File: src/shared/oau_consts.svh
`ifndef OAU_CONSTS_SVH
`define OAU_CONSTS_SVH
// =====================================================================
// Register map and field layout.
// =====================================================================
// Byte address of the automute control register.
`define OAU_CTRL_ADDR   4'h0
// Byte address of the read-only status register.
`define OAU_STAT_ADDR   4'h4
// Mode field position.
`define OAU_MODE_LSB    0
`define OAU_MODE_MSB    1
// First of the three mask bits (bits 4:2).
`define OAU_MASK_LSB    2
`define OAU_MASK_MSB    4
// Writable width of the control register.
`define OAU_CTRL_BITS   8
// Reset value of the control register.
`define OAU_CTRL_RST    8'h00
// AXI response codes.
`define OAU_RESP_OKAY   2'h0
`define OAU_RESP_SLVERR 2'h2
`endif

File: src/shared/oau_pkg.sv
// =====================================================================
// Types shared by the autounmute block.
// =====================================================================
package oau_pkg;
  // Autounmute mode selections.
  typedef enum logic [1:0] {
    OAU_MODE_OFF   = 2'b00,
    OAU_MODE_PROF  = 2'b01,
    OAU_MODE_PHASE = 2'b10,
    OAU_MODE_FREQ  = 2'b11
  } oau_mode_t;
endpackage : oau_pkg

File: src/hdl/oau_sync3.sv
`timescale 1ns/1ps
// =====================================================================
// Three-stage synchroniser; output changes once stages two and three agree.
// =====================================================================
module oau_sync3 #(
  parameter int WIDTH = 1
) (
  input  wire logic             clk,
  input  wire logic             sys_rst,
  input  wire logic [WIDTH-1:0] asyncIn,
  output logic      [WIDTH-1:0] syncOut
);
  // Three stages per bit; first stage feeds only the second.
  logic [WIDTH-1:0] stage1_q;
  logic [WIDTH-1:0] stage2_q;
  logic [WIDTH-1:0] stage3_q;

  genvar i;
  generate
    for (i = 0; i < WIDTH; i++) begin : g_bit
      // Each bit is filtered on its own.
      always_ff @(posedge clk) begin
        if (sys_rst) begin
          stage1_q[i] <= 1'b0;
          stage2_q[i] <= 1'b0;
          stage3_q[i] <= 1'b0;
          syncOut[i]  <= 1'b0;
        end else begin
          stage1_q[i] <= asyncIn[i];
          stage2_q[i] <= stage1_q[i];
          stage3_q[i] <= stage2_q[i];
          // Accept a change only when the last two stages agree.
          if (stage2_q[i] == stage3_q[i]) begin
            syncOut[i] <= stage3_q[i];
          end
        end
      end
    end
  endgenerate
endmodule : oau_sync3

File: src/hdl/oau_output_autounmute.sv
// Added by the designer: the placing of the registers and the AXI4-Lite interface to the registers.
`timescale 1ns/1ps
`include "oau_consts.svh"
module oau_output_autounmute
  import oau_pkg::*;
#(
  parameter int NOUT = 3
) (
  input  wire logic            clk,
  input  wire logic            sys_rst,
  input  wire logic [3:0]      s_axi_awaddr,
  input  wire logic            s_axi_awvalid,
  output logic                 s_axi_awready,
  input  wire logic [31:0]     s_axi_wdata,
  input  wire logic [3:0]      s_axi_wstrb,
  input  wire logic            s_axi_wvalid,
  output logic                 s_axi_wready,
  output logic [1:0]           s_axi_bresp,
  output logic                 s_axi_bvalid,
  input  wire logic            s_axi_bready,
  input  wire logic [3:0]      s_axi_araddr,
  input  wire logic            s_axi_arvalid,
  output logic                 s_axi_arready,
  output logic [31:0]          s_axi_rdata,
  output logic [1:0]           s_axi_rresp,
  output logic                 s_axi_rvalid,
  input  wire logic            s_axi_rready,
  input  wire logic            hitlessMode,
  input  wire logic            hitlessProfileActive,
  input  wire logic            phaseLockDetect,
  input  wire logic            frequencyLockDetect,
  output logic [NOUT-1:0]      driverEnable
);
  // ===================================================================
  // Status input synchronisation.
  // ===================================================================
  // Loop status comes from another domain and is filtered first.
  logic [3:0] statSync;
  oau_sync3 #(.WIDTH(4)) u_sync (
    .clk     (clk),
    .sys_rst (sys_rst),
    .asyncIn ({frequencyLockDetect, phaseLockDetect,
               hitlessProfileActive, hitlessMode}),
    .syncOut (statSync)
  );
  logic hitlessS;   // Synchronised hitless mode.
  logic profileS;   // Synchronised hitless profile active.
  logic phaseS;     // Synchronised phase lock detect.
  logic freqS;      // Synchronised frequency lock detect.
  assign hitlessS = statSync[0];
  assign profileS = statSync[1];
  assign phaseS   = statSync[2];
  assign freqS    = statSync[3];

  // ===================================================================
  // Control register.
  // ===================================================================
  logic [`OAU_CTRL_BITS-1:0] ctrl_q;  // Mode, masks and spare bits.
  oau_mode_t                 mode;    // Decoded mode field.
  logic [NOUT-1:0]           mask;    // Per-output bypass bits.
  assign mode = oau_mode_t'(ctrl_q[`OAU_MODE_MSB:`OAU_MODE_LSB]);
  assign mask = ctrl_q[`OAU_MASK_LSB +: NOUT];

  // ===================================================================
  // AXI4-Lite write channel.
  // ===================================================================
  // Address and data are each held until both are present.
  logic        awHeld_q;
  logic [3:0]  awAddr_q;
  logic        wHeld_q;
  logic [31:0] wData_q;
  logic        wStrb0_q;  // Only byte lane zero carries register bits.
  logic        doWrite;
  assign s_axi_awready = !awHeld_q && !s_axi_bvalid;
  assign s_axi_wready  = !wHeld_q && !s_axi_bvalid;
  assign doWrite = awHeld_q && wHeld_q && !s_axi_bvalid;

  // Capture address and data in either order.
  always_ff @(posedge clk) begin
    if (sys_rst) begin
      awHeld_q <= 1'b0;
      awAddr_q <= 4'h0;
      wHeld_q  <= 1'b0;
      wData_q  <= 32'h0000_0000;
      wStrb0_q <= 1'b0;
    end else begin
      if (s_axi_awvalid && s_axi_awready) begin
        awHeld_q <= 1'b1;
        awAddr_q <= s_axi_awaddr;
      end else if (doWrite) begin
        awHeld_q <= 1'b0;
      end
      if (s_axi_wvalid && s_axi_wready) begin
        wHeld_q  <= 1'b1;
        wData_q  <= s_axi_wdata;
        wStrb0_q <= s_axi_wstrb[0];
      end else if (doWrite) begin
        wHeld_q <= 1'b0;
      end
    end
  end

  // Register update and write response; unmapped offsets get SLVERR.
  always_ff @(posedge clk) begin
    if (sys_rst) begin
      ctrl_q       <= `OAU_CTRL_RST;
      s_axi_bvalid <= 1'b0;
      s_axi_bresp  <= `OAU_RESP_OKAY;
    end else if (doWrite) begin
      s_axi_bvalid <= 1'b1;
      if (awAddr_q[3:2] == `OAU_CTRL_ADDR >> 2) begin
        s_axi_bresp <= `OAU_RESP_OKAY;
        if (wStrb0_q) begin
          ctrl_q <= wData_q[`OAU_CTRL_BITS-1:0];
        end
      end else if (awAddr_q[3:2] == `OAU_STAT_ADDR >> 2) begin
        // Status is read-only; the write is accepted and dropped.
        s_axi_bresp <= `OAU_RESP_OKAY;
      end else begin
        s_axi_bresp <= `OAU_RESP_SLVERR;
      end
    end else if (s_axi_bvalid && s_axi_bready) begin
      s_axi_bvalid <= 1'b0;
    end
  end

  // ===================================================================
  // AXI4-Lite read channel.
  // ===================================================================
  assign s_axi_arready = !s_axi_rvalid;

  // Reads answer one cycle after the address is taken.
  always_ff @(posedge clk) begin
    if (sys_rst) begin
      s_axi_rvalid <= 1'b0;
      s_axi_rdata  <= 32'h0000_0000;
      s_axi_rresp  <= `OAU_RESP_OKAY;
    end else if (s_axi_arvalid && s_axi_arready) begin
      s_axi_rvalid <= 1'b1;
      s_axi_rresp  <= `OAU_RESP_OKAY;
      if (s_axi_araddr[3:2] == `OAU_CTRL_ADDR >> 2) begin
        s_axi_rdata <= {24'h00_0000, ctrl_q};
      end else if (s_axi_araddr[3:2] == `OAU_STAT_ADDR >> 2) begin
        // Live view: enables in 2:0, status inputs in 7:4.
        s_axi_rdata <= {24'h00_0000, statSync, 1'b0, driverEnable};
      end else begin
        s_axi_rdata <= 32'h0000_0000;
        s_axi_rresp <= `OAU_RESP_SLVERR;
      end
    end else if (s_axi_rvalid && s_axi_rready) begin
      s_axi_rvalid <= 1'b0;
    end
  end

  // ===================================================================
  // Unmute condition.
  // ===================================================================
  // The lock conditions count only while the channel is hitless.
  logic unmuteCond;
  always_comb begin
    case (mode)
      OAU_MODE_OFF:   unmuteCond = 1'b1;
      OAU_MODE_PROF:  unmuteCond = profileS;
      OAU_MODE_PHASE: unmuteCond = phaseS && hitlessS;
      OAU_MODE_FREQ:  unmuteCond = freqS && hitlessS;
      default:        unmuteCond = 1'b0;
    endcase
  end

  // Driver enables are registered so the pins see clean levels.
  genvar g;
  generate
    for (g = 0; g < NOUT; g++) begin : g_out
      always_ff @(posedge clk) begin
        if (sys_rst) begin
          driverEnable[g] <= 1'b0;
        end else begin
          // Mask bypasses the condition.
          driverEnable[g] <= mask[g] | unmuteCond;
        end
      end
    end
  endgenerate

  // ===================================================================
  // Checks.
  // ===================================================================
  // A reset edge clears the enables one cycle later, so every check that
  // looks one cycle ahead for an enable that may be set starts only on a cycle that is out of reset.
  chk_mask_bypass: assert property (
    @(posedge clk) disable iff (sys_rst)
    (!sys_rst && mask[0]) |=> driverEnable[0])
    else $error("masked output not enabled");
  chk_off_mode: assert property (
    @(posedge clk) disable iff (sys_rst)
    (!sys_rst && mode == OAU_MODE_OFF) |=> &driverEnable)
    else $error("mode zero left a driver muted");
  chk_profile_mode: assert property (
    @(posedge clk) disable iff (sys_rst)
    (!sys_rst && mode == OAU_MODE_PROF && mask == '0) |=>
      driverEnable[0] == $past(profileS))
    else $error("profile mode mismatch");
  chk_phase_mode: assert property (
    @(posedge clk) disable iff (sys_rst)
    (mode == OAU_MODE_PHASE && !mask[1] && !hitlessS) |=> !driverEnable[1])
    else $error("phase mode unmuted outside hitless");
  chk_freq_mode: assert property (
    @(posedge clk) disable iff (sys_rst)
    (!sys_rst && mode == OAU_MODE_FREQ && !mask[2]) |=>
      driverEnable[2] == $past(freqS && hitlessS))
    else $error("frequency mode mismatch");
  chk_clear_mask: assert property (
    @(posedge clk) disable iff (sys_rst)
    (!mask[1] && !unmuteCond) |=> !driverEnable[1])
    else $error("unmasked output unmuted without cause");
  chk_or_enable: assert property (
    @(posedge clk) disable iff (sys_rst)
    !$past(sys_rst) |-> driverEnable[2] == $past(mask[2] | unmuteCond))
    else $error("enable is not mask or condition");
  // Checked on the first cycle out of reset, when the register has settled.
  chk_mode_reset: assert property (
    @(posedge clk) ($past(sys_rst) && !sys_rst) |-> ctrl_q == `OAU_CTRL_RST)
    else $error("control did not reset to zero");
endmodule : oau_output_autounmute

File: config.mk
export PLATFORM = sky130hd
export DESIGN_NAME = oau_output_autounmute
export DESIGN_NICKNAME = d
export VERILOG_FILES = /design/src/shared/oau_pkg.sv /design/src/hdl/oau_sync3.sv /design/src/hdl/oau_output_autounmute.sv
export VERILOG_INCLUDE_DIRS = /design/src /design/src/shared
export SDC_FILE = /design/constraint.sdc
export NUM_CORES = 1
export LEC_CHECK = 0
export ABC_AREA = 1
export ABC_CLOCK_PERIOD_IN_PS = 1100
export BUFFER_PORTS_ARGS = -buffer_cell sky130_fd_sc_hd__buf_2
export CAP_MARGIN = 20
export CORE_ASPECT_RATIO = 1.2
export CORE_UTILIZATION = 46
export DETAILED_ROUTE_END_ITERATION = 6
export PLACE_DENSITY = 0.81
export SYNTH_ARGS = -nofsm -noshare
export SYNTH_HDL_FRONTEND = slang
export SYNTH_SLANG_ARGS = --single-unit
File: constraint.sdc
create_clock -name clk -period 1.1 [get_ports clk]
set_input_delay 0.11 -clock clk [delete_from_list [all_inputs] [get_ports clk]]
set_output_delay 0.11 -clock clk [all_outputs]
set_load 0.005 [all_outputs]
==> summary.md, run 1 <==
| Metric | Value |
|---|---|
| Kind of cell adding the most delay to the critical path | flip-flops |
| Die width | 64.80 um |
| Initial antenna violation count | 0 |
| I/O pins | 99 |
| R2R depth | 4 |
| # diodes | 0 |
| Register area share after synthesis | 47.82% |
| Cells after DPL | 382 |
| Top Usage Layer GRT | met2 |
| DP HPWL | 2.674 mm |
| Fin. Hold Viols | 0 |
| R2R setup slack | 0.10 ns |
| Worst R2R End | s_axi_bresp[1] |
| Min Tclk post-route | 1.032 ns |
| Worst Setup SP | wHeld_q |
| Synth Area per Inst | 7.559 um^2 |
| Drt wl/cell | 9.126 um |
| Share of cells above drive strength 1 | 18.98% |
| Worst path slowest cell | dfxtp_4 |
| CORE AREA | 4561 um^2 |
| Initial DRC count | 60 |
| Critical-path maximum fanout | 4 |
| Multi-input logic area | 837.1 um^2 |
| PortBufs | 41 |
| Setup WS pre-CTS | -0.03123 ns |
| Worst-Skew Late Latency | 0.30 ns |
| Mapped Area | 2177 um^2 |
| Clock Tree Buf Depth | 2 |
| Largest net degree at the start of global routing | 27 |
| Tot Pwr | 3.660 mW |
| Fin cells | 390 |
| FF/Latch Area | 1047 um^2 |
| Crit path depth | 2 |
| WP data required | 0.99 ns |
| Pleak | 1.200 nW |
| Buf/Inv on CP | 1 |
| Max-cap violations | 0 |
| Total wire length | 3.559 mm |
| Most frequent cells in the layout | dfxtp_1, inv_1, nor2_1, nand2_1, buf_2 |
| Clk slew on worst S/H paths | 0.08 ns |
| Yosys cell types | 21 |
| Crit. End Element | output port |
| Worst-path cell chain | nor2_4, buf_2 |
| Rows | 27 |
| Max VDD drop | 1.019 mV |
| CTS H-tree depth | 2 |
| Hold Path Class | input port to flop |
| Skew final | 0.01065 ns |
| Initial Util | 47.74% |
| DRC | 0 |
| CTS Buf Count | 5 |
| WHS Path Cells | 3 |
| Total Routing Usage GR | 15.39% |
| Nets | 386 |
| Antenna Violating Nets Remaining | 0 |
| Commonest non-fill, non-tap cell in the layout | dfxtp_1 |
| Setup Viol. Count Final | 0 |
| Vias in the first global route | 1490 |
| TritonCTS sink count | 52 |
| Cts hold-fix bufs | 0 |
| Fmax achieved | 968.8 MHz |
| Pwr Density | 1482 nW/um^2 |
| Final WS setup | 0.06774 ns |
| Initial DRT Pass Iterations | 4 |
| Capture point of the critical path | s_axi_wready |
| Fillcell total | 470 |
| Reg-to-Reg Start | awHeld_q |
| GR Overflow Total | 0 |
| Outcome | complete, no violations |
| Synth Instances | 288 |
| Period utilization | 93.84% |
| Synth warn | 0 |
| Kind of critical path | flop to output port |
| Arrival time at the worst endpoint | 0.92 ns |
| Grt met2 use | 27.19% |
| GR Util met1 | 17.25% |
| Vias | 1730 |
| Met3 Usage GRT | 3.971% |
| Final RePlAce weighted congestion | 0.7239 |
| Yosys reg bits | 52 |
| CP max stage delay | 0.38 ns |
| Area growth syn-to-layout | 13.45% |
| Final Max Tran Viols | 0 |
| Die Y | 77.36 um |
| Die area | 5013 um^2 |
| Root Buffer | clkbuf_8 |
| Worst Setup Start Kind | flop |
| Via density | 4.436 |
| First-pass GRT wire length | 6.072 mm |
| TritonCTS clock tree | yes |
==> state kept, by name, indices dropped and copies added, names as in the netlist <==
register,count
s_axi_rresp,1
s_axi_rdata,8
u_sync.stage2_q,4
ctrl_q,8
s_axi_bvalid,1
driverEnable,3
s_axi_rvalid,1
wHeld_q,1
u_sync.stage3_q,4
u_sync.syncOut,4
wData_q,8
awAddr_q,2
u_sync.stage1_q,4
s_axi_bresp,1
wStrb0_q,1
awHeld_q,1
==> how the worst min path moves through the flow <==
stage / slack (ns) / from / to
after floorplan: 0.22 / hitlessMode / u_sync.stage1_q[0]
after detailed placement: 0.31 / hitlessProfileActive / u_sync.stage1_q[1]
after CTS: 0.005 / hitlessProfileActive / u_sync.stage1_q[1]
final: 0.01 / hitlessMode / u_sync.stage1_q[0]
after global routing: 0.01 / hitlessMode / u_sync.stage1_q[0]
after global placement: 0.31 / hitlessProfileActive / u_sync.stage1_q[1]
==> kinds of logic (layout without fill, tap and decap cells) <==
| group | Yosys count | in the layout | share of synthesized area [%] |
|---|---|---|---|
| other | 1 | 26 | 0.1722 |
| DFF | 52 | 52 | 47.82 |
| buffers and inverters | 77 | 96 | 18.50 |
| and+or+nand+nor | 116 | 116 | 23.28 |
| AOI/OAI and AO/OA | 42 | 42 | 10.23 |
==> tightest hold or removal path, cell delays in order <==
cell    delay (ns)
buf_2         0.07
inv_1         0.03
nor2_1        0.06
==> area by class of cell <==
| cell class | instances | area share [%] |
|---|---|---|
| clock inverter | 2 | 1.418 |
| sequential | 52 | 42.40 |
| timing repair buffer | 44 | 9.726 |
| multi-input combinational | 184 | 33.89 |
| tap | 58 | 2.938 |
| inverter | 44 | 6.687 |
| clock buffer | 6 | 2.938 |
==> stage by stage <==
stage                     hold slack [ns]    TNS [ns]  util [%]  cell area, um^2
after global routing             0.009806  -0.0009904     54.16             2470
final                             0.01077           0     54.16             2470
after global placement             0.3119           0     51.44             2346
after floorplan                    0.2170           0         -             2271
after detailed placement           0.3146     -0.1502     51.44             2346
after CTS                        0.005474           0     53.96             2461
==> Yosys cell counts, drive strengths merged <==
cell,instances,area share [%]
o21a,1,0.34
clkbuf,1,0.23
a211oi,3,1.0
nand2,45,8.0
buf,32,11
inv,44,7.6
a21oi,23,5.3
nand3,22,5.1
nand3b,1,0.92
o21ai,14,3.2
o21bai,1,0.34
dfxtp,52,48
nor2,48,9.3
conb,1,0.17
==> timing repair <==
action                     4_1_cts  5_1_grt
setup buffers                    0        0
resized for setup                3        3
setup endpoints to repair       13       17
==> metal layers <==
metal	routed length, um	vias to the layer above
met3	196	5
met5	0	-
met4	53	0
met1	1555	752
met2	1754	54
li1	-	919
==> power breakdown <==
part | switching [mW] | internal [mW]
Combinational | 0.233 | 0.158
Clock | 0.569 | 0.675
Sequential | 0.0486 | 1.98
Power figures use the tool's default switching activity.
==> inputs of run 2 (changes only) <==
CORE_UTILIZATION = 47   (was 46)
CTS_BUF_LIST = sky130_fd_sc_hd__clkbuf_8   (was default)
PLACE_DENSITY = 0.82   (was 0.81)
==> summary.md, run 2 (synthesis gave the netlist of run 1 again) <==
| Metric | Value |
|---|---|
| Pwr Density | 1381 nW/um^2 |
| Largest registers | ctrl_q (8), s_axi_rdata (8), wData_q (8) |
| Final WS setup | 0.04503 ns |
| Area after DPL | 2359 um^2 |
| Gate power share | 12.2% |
| Drt wl/cell | 9.672 um |
| Final instance area | 2519 um^2 |
| Max-cap violations | 0 |
| CTS H-tree depth | 2 |
| Hold Path Class | input port to flop |
| Final RePlAce weighted congestion | 0.7379 |
| Fmax achieved | 947.9 MHz |
| Period utilization | 95.91% |
| Initial Util | 49.94% |
| Skew final | 0.01051 ns |
| Total wire length | 3.830 mm |
| Die area | 4909 um^2 |
| Setup Viol. Count Final | 0 |
| Critical-path maximum fanout | 4 |
| Setup WS pre-CTS | -0.007862 ns |
| Worst Setup SP | wHeld_q |
| Pleak | 1.227 nW |
| Largest net degree at the start of global routing | 27 |
| Vias | 1777 |
| Die Y | 76.56 um |
| Worst Setup Start Kind | flop |
| Clk slew on worst S/H paths | 0.08 ns |
| Clock Tree Buf Depth | 2 |
| Commonest non-fill, non-tap cell in the layout | dfxtp_1 |
| Worst R2R End | ctrl_q[5] |
| DRC | 0 |
| R2R depth | 7 |
| Sw frac | 25.55% |
| RSZ-0062 raised after global routing | yes |
| Most frequent cells in the layout | dfxtp_1, inv_1, nor2_1, nand2_1, buf_2 |
| Fin cells | 396 |
| Min Tclk post-route | 1.055 ns |
| P_sw | 0.8883 mW |
| Clock power frac | 29.6% |
| TritonCTS clock tree | yes |
| Final Max Tran Viols | 0 |
| # diodes | 0 |
| Nets | 394 |
| I/O pins | 99 |
| TritonCTS sink count | 52 |
| Max VDD drop | 1.036 mV |
| PortBufs | 41 |
| Fin. Hold Viols | 0 |
| Cells after DPL | 382 |
| CORE AREA | 4359 um^2 |
| R2R setup slack | 0.07 ns |
| Hold endpoint | s_axi_bvalid |
| Fin Setup TNS | 0 ns |
| Share of cells above drive strength 1 | 20.00% |
| Arrival time at the worst endpoint | 0.94 ns |
| Antenna Violating Nets Remaining | 0 |
| Kind of critical path | flop to output port |
| Internal power | 2.589 mW |
| Rows | 26 |
| Min-delay src | s_axi_bready |
| First-pass GRT wire length | 6.182 mm |
| Outcome | complete, no violations |
| Initial DRT Pass Iterations | 4 |
| Die width | 64.13 um |
| Initial DRC count | 45 |
| GR Overflow Total | 0 |
| Crit. End Element | output port |
| Total Routing Usage GR | 15.74% |
| Initial antenna violation count | 0 |
| DP HPWL | 2.732 mm |
| Via density | 4.487 |
| Reg-to-Reg Start | awAddr_q[3] |
| WP data required | 0.99 ns |
| Worst-Skew Late Latency | 0.31 ns |
| WHS Path Cells | 4 |
| Vias in the first global route | 1587 |
| CTS Buf Count | 5 |
| Area growth syn-to-layout | 15.69% |
| Root Buffer | clkbuf_8 |
| Sequential share of power | 58.2% |
| Final Hold Slack | 0.04346 ns |
==> run 2: worst max-delay path by stage <==
stage,endpoint,slack [ns]
2_1_floorplan,ctrl_q[0],0.1
3_3_place_gp,wData_q[7],-0.006
3_5_place_dp,wData_q[0],-0.008
4_1_cts,wData_q[0],-0.03
5_1_grt,ctrl_q[2],-0.009
6_report,s_axi_wready,0.05
==> run 2: area by class of cell <==
type,count,area (um^2)
Clock buffer,5,68.82
Clock inverter,3,16.27
Fill cell,425,1841
Inverter,44,165.2
Multi-Input combinational cell,185,848.3
Sequential cell,52,1047
Tap cell,56,70.07
Timing Repair Buffer,51,302.8
==> run 2: stage by stage <==
stage | utilization [%] | power (mW)
final | 57.78 | 3.477
after global routing | 57.78 | 3.627
after CTS | 57.00 | 3.491
after detailed placement | 54.10 | 2.462
after global placement | 54.10 | 2.445
after floorplan | - | 2.387
==> run 2: repair_timing <==
item / CTS / global route
pin swaps: 0 / 2
setup buffers: 0 / 1
hold endpoints to repair: 4 / 0
hold buffers: 4 / 0
setup endpoints to repair: 10 / 22
cloned: 0 / 1
resized for setup: 1 / 10
==> run 2: power groups by stage <==
stage	logic, mW	registers, mW	clock network, mW
6_report	0.424	2.02	1.03
5_1_grt	0.483	2.04	1.11
4_1_cts	0.408	2.02	1.06
3_5_place_dp	0.395	2.07	0
3_3_place_gp	0.382	2.06	0
2_1_floorplan	0.324	2.06	0
==> run 2: per-layer routing <==
layer | global-route usage (%) | routed length [um] | vias up
met4 | 6.889 | 78 | 0
met3 | 4.341 | 195 | 9
met2 | 29.47 | 1913 | 57
met1 | 15.82 | 1642 | 771
met5 | 0 | 0 | -
li1 | - | - | 940
==> run 2: critical path, stage by stage (launching register included) <==
cell	delay, ns
dfxtp_2	0.37
nor2_4	0.15
buf_2	0.13
